[src/logic/rx_pin_mux_pkg.sv]
// Constants and carrier types for the receive multifunction pin selector
package rx_pin_mux_pkg;
    localparam int SEL_W = 4;
    localparam int PIN_COUNT = 3;
    localparam int PIN_A = 0;
    localparam int PIN_B = 1;
    localparam int PIN_C = 2;
    localparam logic [3:0] FUNC_RX_CLOCK = 4'hF;
    localparam logic [3:0] FUNC_IN_DATA = 4'h0;
    localparam logic [3:0] FUNC_IN_SYNC = 4'h1;
    localparam logic [3:0] FUNC_OUT_SYNC = 4'h2;
    localparam logic [3:0] FUNC_OUT_VIOL = 4'h3;
    localparam logic [3:0] FUNC_OUT_LOS = 4'h4;
    localparam logic [3:0] FUNC_RESET = 4'h0;
    localparam logic [2:0] OE_N_RESET = 3'h7;
    localparam logic [2:0] OUT_RESET = 3'h7;
    localparam logic EDGE_RISING = 1'b0;
    localparam logic PULL_UP_LEVEL = 1'b1;
    localparam logic FCLK_RESET = 1'b0;

    // One port's three selectors, A in [0]
    typedef struct packed {
        logic [3:0] sel_c;
        logic [3:0] sel_b;
        logic [3:0] sel_a;
    } pin_function_config_regs_type;

    // Internal signals the pins can carry out to the framer
    typedef struct packed {
        logic rx_clock;
        logic sync_out;
        logic viol_out;
        logic los_out;
    } pin_source_type;

    // Functions a pin can feed into the device
    typedef struct packed {
        logic data_in;
        logic sync_in;
    } pin_sink_type;

    // Sinks idle high when no pin feeds them
    localparam pin_sink_type SINK_RESET = '{data_in: 1'b1, sync_in: 1'b1};
endpackage : rx_pin_mux_pkg

[src/logic/rx_multi_pin_mux.sv]
// Selector for one port's three receive multifunction pins
// Summary of operation
// - Each pin's function comes from its own 4-bit select field.
// - After reset every pin is an input and is not driven.
// - Pin direction follows the selected function automatically.
// - Edge select bit picks rising or falling framer clock edge for data.
// - An unconnected pin reads as logic high.
// - Select code all ones drives the receive clock out.
module rx_multi_pin_mux
    import rx_pin_mux_pkg::*;
(
    input wire logic clk,
    input wire logic arst_n,
    input wire pin_function_config_regs_type rx_pin_function_select,
    input wire logic rx_edge_select,
    input wire logic framer_rx_interface_clock,
    input wire pin_source_type src,
    input wire logic [2:0] pin_in,
    input wire logic [2:0] pin_connected,
    output pin_sink_type sink,
    output logic [2:0] pin_out,
    output logic [2:0] pin_oe_n
);

    typedef struct packed {
        logic fclk_r;
        logic [2:0] out_r;
        logic [2:0] oe_n_r;
        pin_sink_type sink_r;
    } state_type;

    localparam state_type STATE_RESET = '{
        fclk_r: FCLK_RESET,
        out_r: OUT_RESET,
        oe_n_r: OE_N_RESET,
        sink_r: SINK_RESET
    };

    state_type st_r;
    state_type st_nxt;

    // Picks one pin's 4-bit code out of the port's selector word
    function automatic logic [3:0] pin_code(input pin_function_config_regs_type cfg,
            input int idx);
        logic [3:0] code;
        code = FUNC_RESET;
        unique case (idx)
            PIN_A: begin
                code = cfg.sel_a;
            end
            PIN_B: begin
                code = cfg.sel_b;
            end
            PIN_C: begin
                code = cfg.sel_c;
            end
            default: begin
                code = FUNC_RESET;
            end
        endcase
        pin_code = code;
    endfunction : pin_code

    // Codes that turn a pin into an output
    function automatic logic is_output(input logic [3:0] code);
        logic result;
        result = 1'b0;
        unique case (code)
            FUNC_RX_CLOCK: begin
                result = 1'b1;
            end
            FUNC_OUT_SYNC: begin
                result = 1'b1;
            end
            FUNC_OUT_VIOL: begin
                result = 1'b1;
            end
            FUNC_OUT_LOS: begin
                result = 1'b1;
            end
            default: begin
                // Every other code, known or not, leaves the pin an input
                result = 1'b0;
            end
        endcase
        is_output = result;
    endfunction : is_output

    // Value an output function puts on its pin at a framer clock edge
    function automatic logic out_value(input logic [3:0] code, input pin_source_type s);
        logic result;
        result = PULL_UP_LEVEL;
        unique case (code)
            FUNC_RX_CLOCK: begin
                result = s.rx_clock;
            end
            FUNC_OUT_SYNC: begin
                result = s.sync_out;
            end
            FUNC_OUT_VIOL: begin
                result = s.viol_out;
            end
            FUNC_OUT_LOS: begin
                result = s.los_out;
            end
            default: begin
                result = PULL_UP_LEVEL;
            end
        endcase
        out_value = result;
    endfunction : out_value

    // Next value of one output flop
    function automatic logic out_next(input logic [3:0] code, input pin_source_type s,
            input logic hit, input logic old);
        logic result;
        result = old;
        if (code == FUNC_RX_CLOCK) begin
            // Receive clock bypasses edge sampling, else it would be halved
            result = s.rx_clock;
        end else if (hit) begin
            result = out_value(code, s);
        end
        out_next = result;
    endfunction : out_next

    // Level the logic sees on a pin
    function automatic logic read_level(input logic level, input logic connected);
        logic result;
        if (connected) begin
            result = level;
        end else begin
            // Pull-up holds a floating pin high
            result = PULL_UP_LEVEL;
        end
        read_level = result;
    endfunction : read_level

    // One framer clock edge of the chosen direction between two samples
    function automatic logic detect_edge(input logic falling, input logic now,
            input logic last);
        logic hit;
        if (falling == EDGE_RISING) begin
            hit = now && !last;
        end else begin
            hit = !now && last;
        end
        detect_edge = hit;
    endfunction : detect_edge

    // Folds one pin into the input sinks; later pins win
    function automatic pin_sink_type sink_update(input pin_sink_type old,
            input logic [3:0] code, input logic level);
        pin_sink_type result;
        result = old;
        unique case (code)
            FUNC_IN_DATA: begin
                result.data_in = level;
            end
            FUNC_IN_SYNC: begin
                result.sync_in = level;
            end
            default: begin
                result = old;
            end
        endcase
        sink_update = result;
    endfunction : sink_update

    logic [3:0] sel [PIN_COUNT];
    logic [2:0] pin_level;
    logic [2:0] drive;
    logic edge_hit;

    always_comb begin
        for (int i = 0; i < PIN_COUNT; i++) begin
            sel[i] = pin_code(rx_pin_function_select, i);
            pin_level[i] = read_level(pin_in[i], pin_connected[i]);
            // Direction is derived only from this pin's own code
            drive[i] = is_output(sel[i]);
        end
    end

    // Framer clock is sampled as a level; it must run below half of clk
    assign edge_hit = detect_edge(rx_edge_select, framer_rx_interface_clock,
        st_r.fclk_r);

    always_comb begin
        st_nxt = st_r;
        st_nxt.fclk_r = framer_rx_interface_clock;
        st_nxt.oe_n_r = ~drive;

        // Output flops follow their pin's function
        for (int i = 0; i < PIN_COUNT; i++) begin
            st_nxt.out_r[i] = out_next(sel[i], src, edge_hit, st_r.out_r[i]);
        end

        if (edge_hit) begin
            // Relies on software giving each input function to one pin only
            st_nxt.sink_r = SINK_RESET;
            for (int i = 0; i < PIN_COUNT; i++) begin
                st_nxt.sink_r = sink_update(st_nxt.sink_r, sel[i], pin_level[i]);
            end
        end
    end

    // Whole state resets at once; pins come up as inputs
    always_ff @(posedge clk or negedge arst_n) begin
        if (!arst_n) begin
            st_r <= STATE_RESET;
        end else begin
            st_r <= st_nxt;
        end
    end

    // Outputs come straight from the state flops
    assign sink = st_r.sink_r;
    assign pin_out = st_r.out_r;
    assign pin_oe_n = st_r.oe_n_r;
endmodule : rx_multi_pin_mux

[config.mk]
export PLATFORM = sky130hd
export DESIGN_NAME = rx_multi_pin_mux
export DESIGN_NICKNAME = d
export VERILOG_FILES = /design/src/logic/rx_pin_mux_pkg.sv /design/src/logic/rx_multi_pin_mux.sv
export SDC_FILE = /design/constraint.sdc
export NUM_CORES = 1
export LEC_CHECK = 0
export ABC_AREA = 1
export BUFFER_PORTS_ARGS = -buffer_cell sky130_fd_sc_hd__buf_2
export CORE_ASPECT_RATIO = 1.2
export CORE_MARGIN = 2
export CORE_UTILIZATION = 52
export CTS_BUF_LIST = sky130_fd_sc_hd__clkbuf_4
export DETAILED_ROUTE_END_ITERATION = 8
export HOLD_SLACK_MARGIN = 0.15
export PLACE_DENSITY = 0.83
export SLEW_MARGIN = 20
export SYNTH_ARGS = -nofsm -noshare
export SYNTH_HDL_FRONTEND = slang
export SYNTH_SLANG_ARGS = --single-unit
export TNS_END_PERCENT = 100
[constraint.sdc]
create_clock -name clk -period 1.7 [get_ports clk]
set_clock_uncertainty 0.1 [all_clocks]
set_input_delay 0.085 -clock clk [delete_from_list [all_inputs] [get_ports clk]]
set_output_delay 0.085 -clock clk [all_outputs]
set_load 0.01 [all_outputs]
Word level (Yosys, flattened, before mapping). Index checks and enable logic that the tools add are counted.

Bits in registers: 9. Bits of input ports: 26. Output and inout bits: 8. Logic and storage cells: 58.

Equality and inequality tests: 15. Muxes and demuxes: 22. Bitwise logic cells: 1. Reduce and logical (&&, ||, !) cells: 13.

Operator list (count): $eq A4 B2 Y1 const B (6); $mux W1 (19); $eq A4 B1 Y1 const B (3); $eq A4 B3 Y1 const B (3); $eq A4 B4 Y1 const B (3); $logic_not A4 Y1 (3); $reduce_or A4 Y1 (3); $pmux W1 S3 (3); $reduce_bool A2 Y1 (3); $not A3 Y3 (1); $logic_and A1 B1 Y1 (2); $logic_not A1 Y1 (2).

Longest topological paths before layout. Gate-level depths: netlist of run 1.

Word-level depth: 5. Depth in mapped cells: 9.

Least setup slack after synthesis of run 1. Ideal clock, no wire load.

Path type: register -> register. Start point: reg st_r[8] (netlist name). End point: reg st_r (netlist bit pin_out[0]). Library setup time: 0.075 ns. Arrival time: 0.879 ns. Path slack: 0.646 ns. Stages on the path, launching flop included: 8. Path buffers: 0. Period minus slack after synthesis: 1.054 ns. Cells stage by stage: dfrtp_1 > nand3b_1 > nand2_2 > nand2_1 > inv_1 > nand2_1 > nand2_1 > nand2_1.

Word-level cells in the longest chain between the ends: 4. Elaborated cells on any way between the ends: 5. Those cells by class: mux: 1; reduce/logical: 4.

Ends and longest elaborated chain: from (decl) (line rx_multi_pin_mux.sv:39) `state_type st_r;`; from (signal assigned) (line rx_multi_pin_mux.sv:212) `st_r <= st_nxt;`; $logic_not A1 Y1 (line rx_multi_pin_mux.sv:144) `hit = now && !last;`; $logic_and A1 B1 Y1 (line rx_multi_pin_mux.sv:144); $mux W1 * (line rx_multi_pin_mux.sv:143) `if (falling == EDGE_RISING) begin`; $reduce_bool A2 Y1 (no source line) *.

Mark *: on every way between the ends. The rest lies on a longest branch, timed or not. A chain may end at the register's enable or synchronous reset.

Worst setup path in the final report of run 1.
Start point: in pin_connected[2]. End point: reg st_r (netlist bit sink[0]).

Word-level cells in the longest chain between the ends: 2.

Ends and longest elaborated chain: from (decl) (line rx_multi_pin_mux.sv:19) `input wire logic [2:0] pin_connected,`; $mux W1 (line rx_multi_pin_mux.sv:130) `if (connected) begin`; $mux W1 (line rx_multi_pin_mux.sv:156) `unique case (code)`.

No other way between the ends.

==> results of run 1 <==
-- worst min-delay path by stage --
stage                                    start  cells past startpoint           to  slack [ns]
floorplan                               arst_n                      0      st_r[8]       -0.31
global placement                        arst_n                      1      st_r[8]       -0.16
detailed placement                      arst_n                      1      st_r[8]       -0.16
CTS                  rx_pin_function_select[2]                      6   pin_out[0]        0.15
global route                            src[0]                      7   pin_out[1]        0.20
finish              rx_pin_function_select[11]                      5  pin_oe_n[2]        0.17
-- state kept, by name, indices dropped and copies added, names as in the netlist --
| register | cells |
|---|---|
| pin_oe_n | 3 |
| pin_out | 3 |
| sink | 2 |
| st_r | 1 |
-- worst max-delay path, cell delays in order --
cell and delay, ns:
dlygate4sd3_1 0.54, buf_2 0.12, nand2_1 0.06, dlygate4sd3_1 0.56, nand4_1 0.10, nand2_1 0.09, inv_1 0.06, a21oi_2 0.16
-- synthesized netlist by cell type --
library cell,instances
nand2_1,45
nand3b_1,1
o21ai_0,3
buf_4,8
inv_2,2
nand4_1,1
dfrtp_1,1
o21a_1,1
nor2_2,3
clkinv_1,1
dfstp_2,8
nand3_1,17
nand2_2,1
nor2_4,2
nor2_1,18
a21oi_1,1
inv_1,26
-- layer usage --
metal  up-vias  wire [um]  track usage [%]
li1        502          -                -
met1       408        850             29.8
met2        44       1220             52.3
met3         9        131             1.90
met4         0         82             16.6
met5         -          0                0
-- cells in the final DEF, fill, tap and decap left out --
cell / n
nor2_1: 16
nor2_4: 2
o21a_1: 1
nor2_2: 5
clkinv_1: 1
nand2_2: 1
buf_2: 33
nand4_1: 1
nand3_2: 1
a21oi_2: 1
nand2_1: 45
dfrtp_1: 1
o21ai_0: 3
clkbuf_4: 4
nand3_1: 16
dlygate4sd3_1: 18
dfstp_2: 8
nand3b_1: 1
inv_1: 25
inv_2: 3
-- cells by family (layout without fill, tap and decap cells) --
logic type / Yosys count / count (layout) / share of synthesized area (%)
flip-flops: 9 / 9 / 28.9
buffers and inverters: 37 / 84 / 20.7
AND/OR/NAND/NOR: 88 / 88 / 47.0
AO/OA/AOI/OAI: 5 / 5 / 3.38
-- area by class of cell --
class	count	area (um^2)	share of cell area (%)
inverter	29	109	9.34
tap	17	21.3	1.83
timing repair buffer	51	345	29.6
clock buffer	4	30.0	2.58
multi-input combinational	93	424	36.4
sequential	9	235	20.2
-- per-stage QoR --
stage | power (uW) | instances | setup slack (ns) | hold WS (ns)
3_5_place_dp | 451 | 181 | 0.537 | -0.161
6_report | 673 | 203 | 0.0211 | 0.170
3_3_place_gp | 443 | 181 | 0.596 | -0.164
4_1_cts | 664 | 203 | 0.0887 | 0.151
5_1_grt | 717 | 203 | -0.0338 | 0.204
2_1_floorplan | 396 | 139 | 0.646 | -0.311
-- power groups by stage --
stage / Sequential, uW / Combinational (uW) / Clock (uW)
floorplan: 269 / 128 / 0
global placement: 271 / 172 / 0
detailed placement: 272 / 179 / 0
CTS: 269 / 210 / 185
global route: 272 / 247 / 199
finish: 269 / 221 / 183
-- repair_timing --
item / CTS / global route
setup endpoints to repair: 0 / 4
hold buffers: 18 / 0
gates resized for setup: 0 / 5
hold endpoints to repair: 18 / 0
==> flow_summary.ini, run 1 <==
[die]
dieWidth_um = 40.1
core_um2 = 1450
die_height_um = 47.4
pin_count = 34
rows = 15
die_area_um2 = 1900
initial_core_util_pct = 56.4

[synth]
synth-seq-area-share_pct = 28.9
syn_inst = 139
synth_nets = 165
yosysWarnings = 0
yosys-top-cells-area = dfstp_2 (26%), nand2_1 (21%), inv_1 (12%)
synth_area_um2 = 815
synth.avg_cell_area_um2 = 5.86
synth.distinct_cells = 17
synth_top_area_share_pct = 25.8
synth_area_leader_cell = dfstp_2
ys_ff_latch = 9

[timing]
fmax_mhz = 596
worstMarginPinSlew_ns = 0.204
relSlewSlack_pct = 86.3
setup_viol = 0
fin_crit_ns = 1.68
setup_tns_ns = 0
hold_viol = 0
finalCritPeriodShare_pct = 98.8
slew_viol_final = 0

[global_route]
grt_pass1_vias = 921
grt_antenna_before_repair = 0
grt_first_pass_wirelength_mm = 3.59
grt_max_degree = 10
grt_usage_pct = 28.1
overflow = 0

[worst_hold_path]
holdCritPathClass = input port to flip-flop

[placed_design]
dp_hpwl_mm = 1.47
placed_area_um2 = 941
place.port_buffers = 33
place_congestion = 0.731

[routing]
drt_first_iter_violations = 25
via_per_inst = 4.74
drc = 0
vias = 963
ant_nets = 0
dr.pass1.iters = 4
wl_per_cell_um = 11.3
wl_mm = 2.29

[clocking]
clk_pin_slew_worst_paths_ns = 0.06
cts_tree = yes
cts_max_level = 1
clk_path_buf_depth = 2
cts_buffers = 3
cts_setup_buffers = 0
clk_root_buffer_cell = clkbuf_4
cts.sinks = 9
clkLatencyLatePin_ns = 0.26

[job]
drv_cap = 0

[status]
status = finished clean

[critical_path]
crit_path_end = sink[0]
end_kind = flip-flop
path_max_fanout = 2
crit_start = pin_connected[2]
r2r_start = st_r[8]
path_class = input port to flip-flop
arrival_ns = 1.77
worst_r2r_path_depth = 7
critPathRequiredTime_ns = 1.79
r2r_slack_ns = 0.45
rr_endpoint = pin_out[0]
start_kind = input port

[final_layout]
syn_to_final_growth_pct = 43.0
fillers = 96
final_util_pct = 80.6
drive_gt1_share_pct = 31.2
finalNetCount = 213
diodes = 0
final_area_um2 = 1160

[power]
combPwrFrac_pct = 32.8
cellLeakagePower_uw = 0.000664
peakVddDrop_mv = 0.294
power_frac_seq_pct = 40.0
p_int_uw = 463
power_density_nw_per_um2 = 577
swShare_pct = 31.1
p_clk_share_pct = 27.2
p_switching_uw = 209
No activity file was read; power rests on OpenSTA's default activity.
==> run 2: changes to the inputs <==
--- a/config.mk
+++ b/config.mk
@@ -7,13 +7,12 @@
 export LEC_CHECK = 0
 export ABC_AREA = 1
 export BUFFER_PORTS_ARGS = -buffer_cell sky130_fd_sc_hd__buf_2
-export CORE_ASPECT_RATIO = 1.2
 export CORE_MARGIN = 2
-export CORE_UTILIZATION = 52
+export CORE_UTILIZATION = 49
 export CTS_BUF_LIST = sky130_fd_sc_hd__clkbuf_4
 export DETAILED_ROUTE_END_ITERATION = 8
 export HOLD_SLACK_MARGIN = 0.15
-export PLACE_DENSITY = 0.83
+export PLACE_DENSITY = 0.78
 export SLEW_MARGIN = 20
 export SYNTH_ARGS = -nofsm -noshare
 export SYNTH_HDL_FRONTEND = slang
==> constraint.sdc (replaced) <==
create_clock -name clk -period 1.8 [get_ports clk]
set_clock_uncertainty 0.1 [all_clocks]
set_input_delay 0.09 -clock clk [delete_from_list [all_inputs] [get_ports clk]]
set_output_delay 0.09 -clock clk [all_outputs]
set_load 0.01 [all_outputs]
==> flow_summary.ini, run 2 (synthesized netlist as in run 1, its figures left out) <==
[status]
status = finished clean

[die]
pin_count = 34
die_area_um2 = 2000
initial_core_util_pct = 53.4
die_height_um = 44.8
dieWidth_um = 44.8
core_um2 = 1520
rows = 14

[critical_path]
slowest_stage = dlygate4sd3_1
path_class = input port to flip-flop
path_max_fanout = 5
path_buf_inv = 3
critPathRequiredTime_ns = 1.89
crit_family = buffers and inverters
end_kind = flip-flop
crit_chain = dlygate4sd3_1 > buf_2 > nor2_1 > nand2_1 > nand2_1 > nor2_1 > dlygate4sd3_1
crit_path_max_incr_delay_ns = 0.54
arrival_ns = 1.71
start_kind = input port

[clocking]
cts.sinks = 9
post_cts_resize_count = 0
clk_pin_slew_worst_paths_ns = 0.06
cts_tree = yes
cts_hold_buffers = 17
cts_max_level = 1
clk_root_buffer_cell = clkbuf_4
cts_setup_buffers = 0
cts_buffers = 3
clkLatencyLatePin_ns = 0.26
clk_path_buf_depth = 2

[job]
drv_cap = 0

[final_layout]
syn_to_final_growth_pct = 39.9
mostFrequentLayoutCells = nand2_1 (45), buf_2 (33), inv_1 (26), nor2_1 (18)
finalNetCount = 212
final_area_um2 = 1140
final_util_pct = 74.8
diodes = 0
drive_gt1_share_pct = 28.6
layout_commonest_cell = nand2_1
fillers = 139

[power]
p_clk_share_pct = 27.6
peakVddDrop_mv = 0.461
p_total_uw = 620
p_int_uw = 434
power_frac_seq_pct = 40.8
power_density_nw_per_um2 = 544
swShare_pct = 30.0
cellLeakagePower_uw = 0.000658
combPwrFrac_pct = 31.6
p_switching_uw = 186

[placed_design]
place_congestion = 0.745
dp_hpwl_mm = 1.47
place.port_buffers = 33
placed_area_um2 = 940

[routing]
drt_first_iter_violations = 26
dr.pass1.iters = 5
vias = 963
wl_per_cell_um = 9.65
wl_mm = 1.94
drc = 0
ant_nets = 0
via_per_inst = 4.79

[global_route]
grt_first_pass_wirelength_mm = 3.43
overflow = 0
grt_antenna_before_repair = 0
grt_max_degree = 10
grt_usage_pct = 23.2
grt_pass1_vias = 913

[timing]
slew_viol_final = 0
setup_tns_ns = 0
worstMarginPinSlew_ns = 0.240
finalCritPeriodShare_pct = 90.0
rsz0062_at_grt = false
relSlewSlack_pct = 84.0
setup_viol = 0
hold_viol = 0
fmax_mhz = 617
fin_crit_ns = 1.62

[worst_hold_path]
holdCritPathClass = input port to flip-flop
run 2: cell types whose count changed in the layout (fill, tap and decap cells not counted), sizes merged:
cell	before	now
dlygate4sd3	18	17
run 2: final timing paths:
kind	startpoint	to	cells after the start	slack, ns
worst max-delay path	rx_pin_function_select[8]	pin_oe_n[2]	7	0.18
worst min-delay path	pin_in[2]	sink[1]	6	0.17
worst max register to register	st_r[8]	pin_out[1]	7	0.61
worst min register to register	sink[1]	sink[1]	2	0.41
max in group asynchronous	arst_n	st_r[8]	3	0.76
min in group asynchronous	arst_n	pin_oe_n[0]	2	0.31
run 2: power groups by stage:
stage          logic [uW]  clock network [uW]  registers [uW]
2_1_floorplan         121                   0             254
3_3_place_gp          164                   0             256
3_5_place_dp          170                   0             256
4_1_cts               195                 178             253
5_1_grt               224                 186             255
6_report              196                 171             253
run 2: routing by layer:
metal  routed length [um]  part of all wire (%)  track usage (%)
met5                    0                     0                0
met4                   55                   2.8             10.0
met3                  138                   7.1             7.20
met2                  992                    51             40.3
met1                  754                    39             26.1
run 2: per-stage QoR:
step / hold WS (ns) / std cells / setup slack [ns]
6_report: 0.169 / 201 / 0.180
5_1_grt: 0.193 / 201 / 0.0644
4_1_cts: 0.153 / 201 / 0.175
3_5_place_dp: -0.155 / 180 / 0.638
3_3_place_gp: -0.155 / 180 / 0.702
2_1_floorplan: -0.306 / 139 / 0.746
run 2: cell type report:
cell class                 count  area, um^2  area share, %
inverter                      29         109           9.55
multi-input combinational     93         410           36.0
timing repair buffer          50         335           29.4
tap                           16        20.0           1.76
sequential                     9         235           20.6
clock buffer                   4        30.0           2.63
run 2: worst register-to-register path, cell delays in order (launching register included):
cell	delay (ns)
dfrtp_1	0.38
nand3b_1	0.19
nand2_2	0.17
nand2_1	0.08
clkinv_1	0.05
nand2_1	0.05
nand2_1	0.06
nand2_1	0.04
==> run 3: changes to the inputs <==
--- a/config.mk
+++ b/config.mk
@@ -7,12 +7,14 @@
 export LEC_CHECK = 0
 export ABC_AREA = 1
 export BUFFER_PORTS_ARGS = -buffer_cell sky130_fd_sc_hd__buf_2
+export CELL_PAD_IN_SITES_DETAIL_PLACEMENT = 1
+export CELL_PAD_IN_SITES_GLOBAL_PLACEMENT = 2
 export CORE_MARGIN = 2
-export CORE_UTILIZATION = 49
+export CORE_UTILIZATION = 23
 export CTS_BUF_LIST = sky130_fd_sc_hd__clkbuf_4
 export DETAILED_ROUTE_END_ITERATION = 8
 export HOLD_SLACK_MARGIN = 0.15
-export PLACE_DENSITY = 0.78
+export PLACE_DENSITY = 0.76
 export SLEW_MARGIN = 20
 export SYNTH_ARGS = -nofsm -noshare
 export SYNTH_HDL_FRONTEND = slang
==> flow_summary.ini, run 3 (synthesized netlist as in run 1, its figures left out) <==
[timing]
fmax_mhz = 587
worstMarginPinSlew_ns = 0.288
hold_viol = 0
finalCritPeriodShare_pct = 94.7
setup_viol = 0
setup_ws_ns = 0.0962
relSlewSlack_pct = 80.7
fin_crit_ns = 1.70
rsz0062_at_grt = false
setup_tns_ns = 0
whs_ns = 0.162
slew_viol_final = 0

[die]
die_height_um = 63.5
dieWidth_um = 63.5
core_um2 = 3360
rows = 21
die_area_um2 = 4030
initial_core_util_pct = 24.2
pin_count = 34

[power]
p_switching_uw = 193
power_frac_seq_pct = 40.5
p_int_uw = 435
swShare_pct = 30.7
combPwrFrac_pct = 32.3
cellLeakagePower_uw = 0.000661
p_clk_share_pct = 27.2
p_total_uw = 627
power_density_nw_per_um2 = 531
peakVddDrop_mv = 0.215

[final_layout]
diodes = 0
finalNetCount = 212
syn_to_final_growth_pct = 45.0
mostFrequentLayoutCells = nand2_1 (45), buf_2 (32), inv_1 (26), nor2_1 (18), nand3_1 (17)
drive_gt1_share_pct = 29.7
layout_commonest_cell = nand2_1
final_area_um2 = 1180

[routing]
wl_mm = 2.49
dr.pass1.iters = 4
drt_first_iter_violations = 24
drc = 0
via_per_inst = 4.16
vias = 960
wl_per_cell_um = 10.8
ant_nets = 0

[critical_path]
arrival_ns = 1.80
crit_family = buffers and inverters
crit_chain = dlygate4sd3_1 > nor2_4 > nand4_1 > dlygate4sd3_1 > nand2_1 > inv_1 > a21oi_2
slowest_stage = dlygate4sd3_1
critPathRequiredTime_ns = 1.90
worst_r2r_path_depth = 7
path_class = input port to flip-flop
start_kind = input port
r2r_slack_ns = 0.59
crit_path_max_incr_delay_ns = 0.62
path_max_fanout = 4
end_kind = flip-flop
path_buf_inv = 3
r2r_start = st_r[8]
crit_path_frequent_cell = dlygate4sd3_1
rr_endpoint = pin_out[2]

[worst_hold_path]
holdCritPathClass = input port to flip-flop
min_delay_path_depth = 6
worstHoldStart = rx_pin_function_select[2]
hold_path_end = pin_out[0]

[global_route]
grt_pass1_vias = 1067
grt_max_degree = 10
overflow = 0
grt_usage_pct = 13.8
grt_first_pass_wirelength_mm = 4.55
grt_antenna_before_repair = 0

[status]
status = finished clean

[placed_design]
dp_hpwl_mm = 2.02
place_congestion = 0.709
post-place-ws_ns = 0.612
placed_area_um2 = 977
place.port_buffers = 33

[clocking]
cts_max_level = 1
cts_tree = yes
clk_path_buf_depth = 2
clk_root_buffer_cell = clkbuf_4
clkLatencyLatePin_ns = 0.26
clk_pin_slew_worst_paths_ns = 0.06
cts.sinks = 9
cts_buffers = 3

[job]
drv_cap = 0
run 3: cell types whose count changed in the layout (fill, tap and decap cells not counted):
cell,delta
dlygate4sd3_1,-1
a21oi_1,-1
buf_4,+2
a21oi_2,+1
buf_2,-1
run 3: worst max-delay path by stage:
stage / start / end / slack (ns) / cells past startpoint
6_report: rx_pin_function_select[10] / sink[0] / 0.1 / 7
5_1_grt: rx_pin_function_select[10] / sink[0] / 0.009 / 7
4_1_cts: rx_pin_function_select[10] / sink[0] / 0.08 / 8
3_5_place_dp: st_r[8] / pin_out[1] / 0.61 / 7
3_3_place_gp: st_r[8] / pin_out[1] / 0.67 / 7
2_1_floorplan: st_r[8] / pin_out[0] / 0.75 / 7
run 3: power by group through the flow:
stage | Clock (uW) | Combinational [uW] | Sequential [uW]
2_1_floorplan | 0 | 121 | 254
5_1_grt | 192 | 232 | 259
3_3_place_gp | 0 | 172 | 257
6_report | 170 | 203 | 254
4_1_cts | 176 | 201 | 254
3_5_place_dp | 0 | 177 | 257
run 3: timing repair:
item	CTS	global route
buffers inserted	0	2
endpoints found under the setup margin	0	1
hold endpoints to repair	18	0
gates resized for setup	0	1
hold buffers	16	0
run 3: through the flow:
stage / cells / utilization [%]
after floorplan: 139 / -
after global placement: 210 / 29.1
after detailed placement: 210 / 29.1
after CTS: 230 / 34.7
after global routing: 231 / 35.1
final: 231 / 35.1
run 3: worst min-delay path, cell delays in order:
cell	delay [ns]
buf_2	0.11
nand3_1	0.10
o21ai_0	0.09
inv_1	0.04
nand2_1	0.05
nand2_1	0.04
run 3: per-layer routing:
metal  up-vias  global-route usage, %  share of wire [%]
met5         -                      0                  0
li1        498                      -                  -
met4         0                   1.63                  0
met1       445                   17.5                 45
met3         0                   2.32                3.3
met2        17                   25.0                 52
run 3: cell type report:
class	instances	area, um^2
multi-input cells	93	414
flip-flops and latches	9	235
clock buffers	4	30.0
repair buffers	50	335
fillers	482	2180
inverters	29	109
well taps	46	57.6
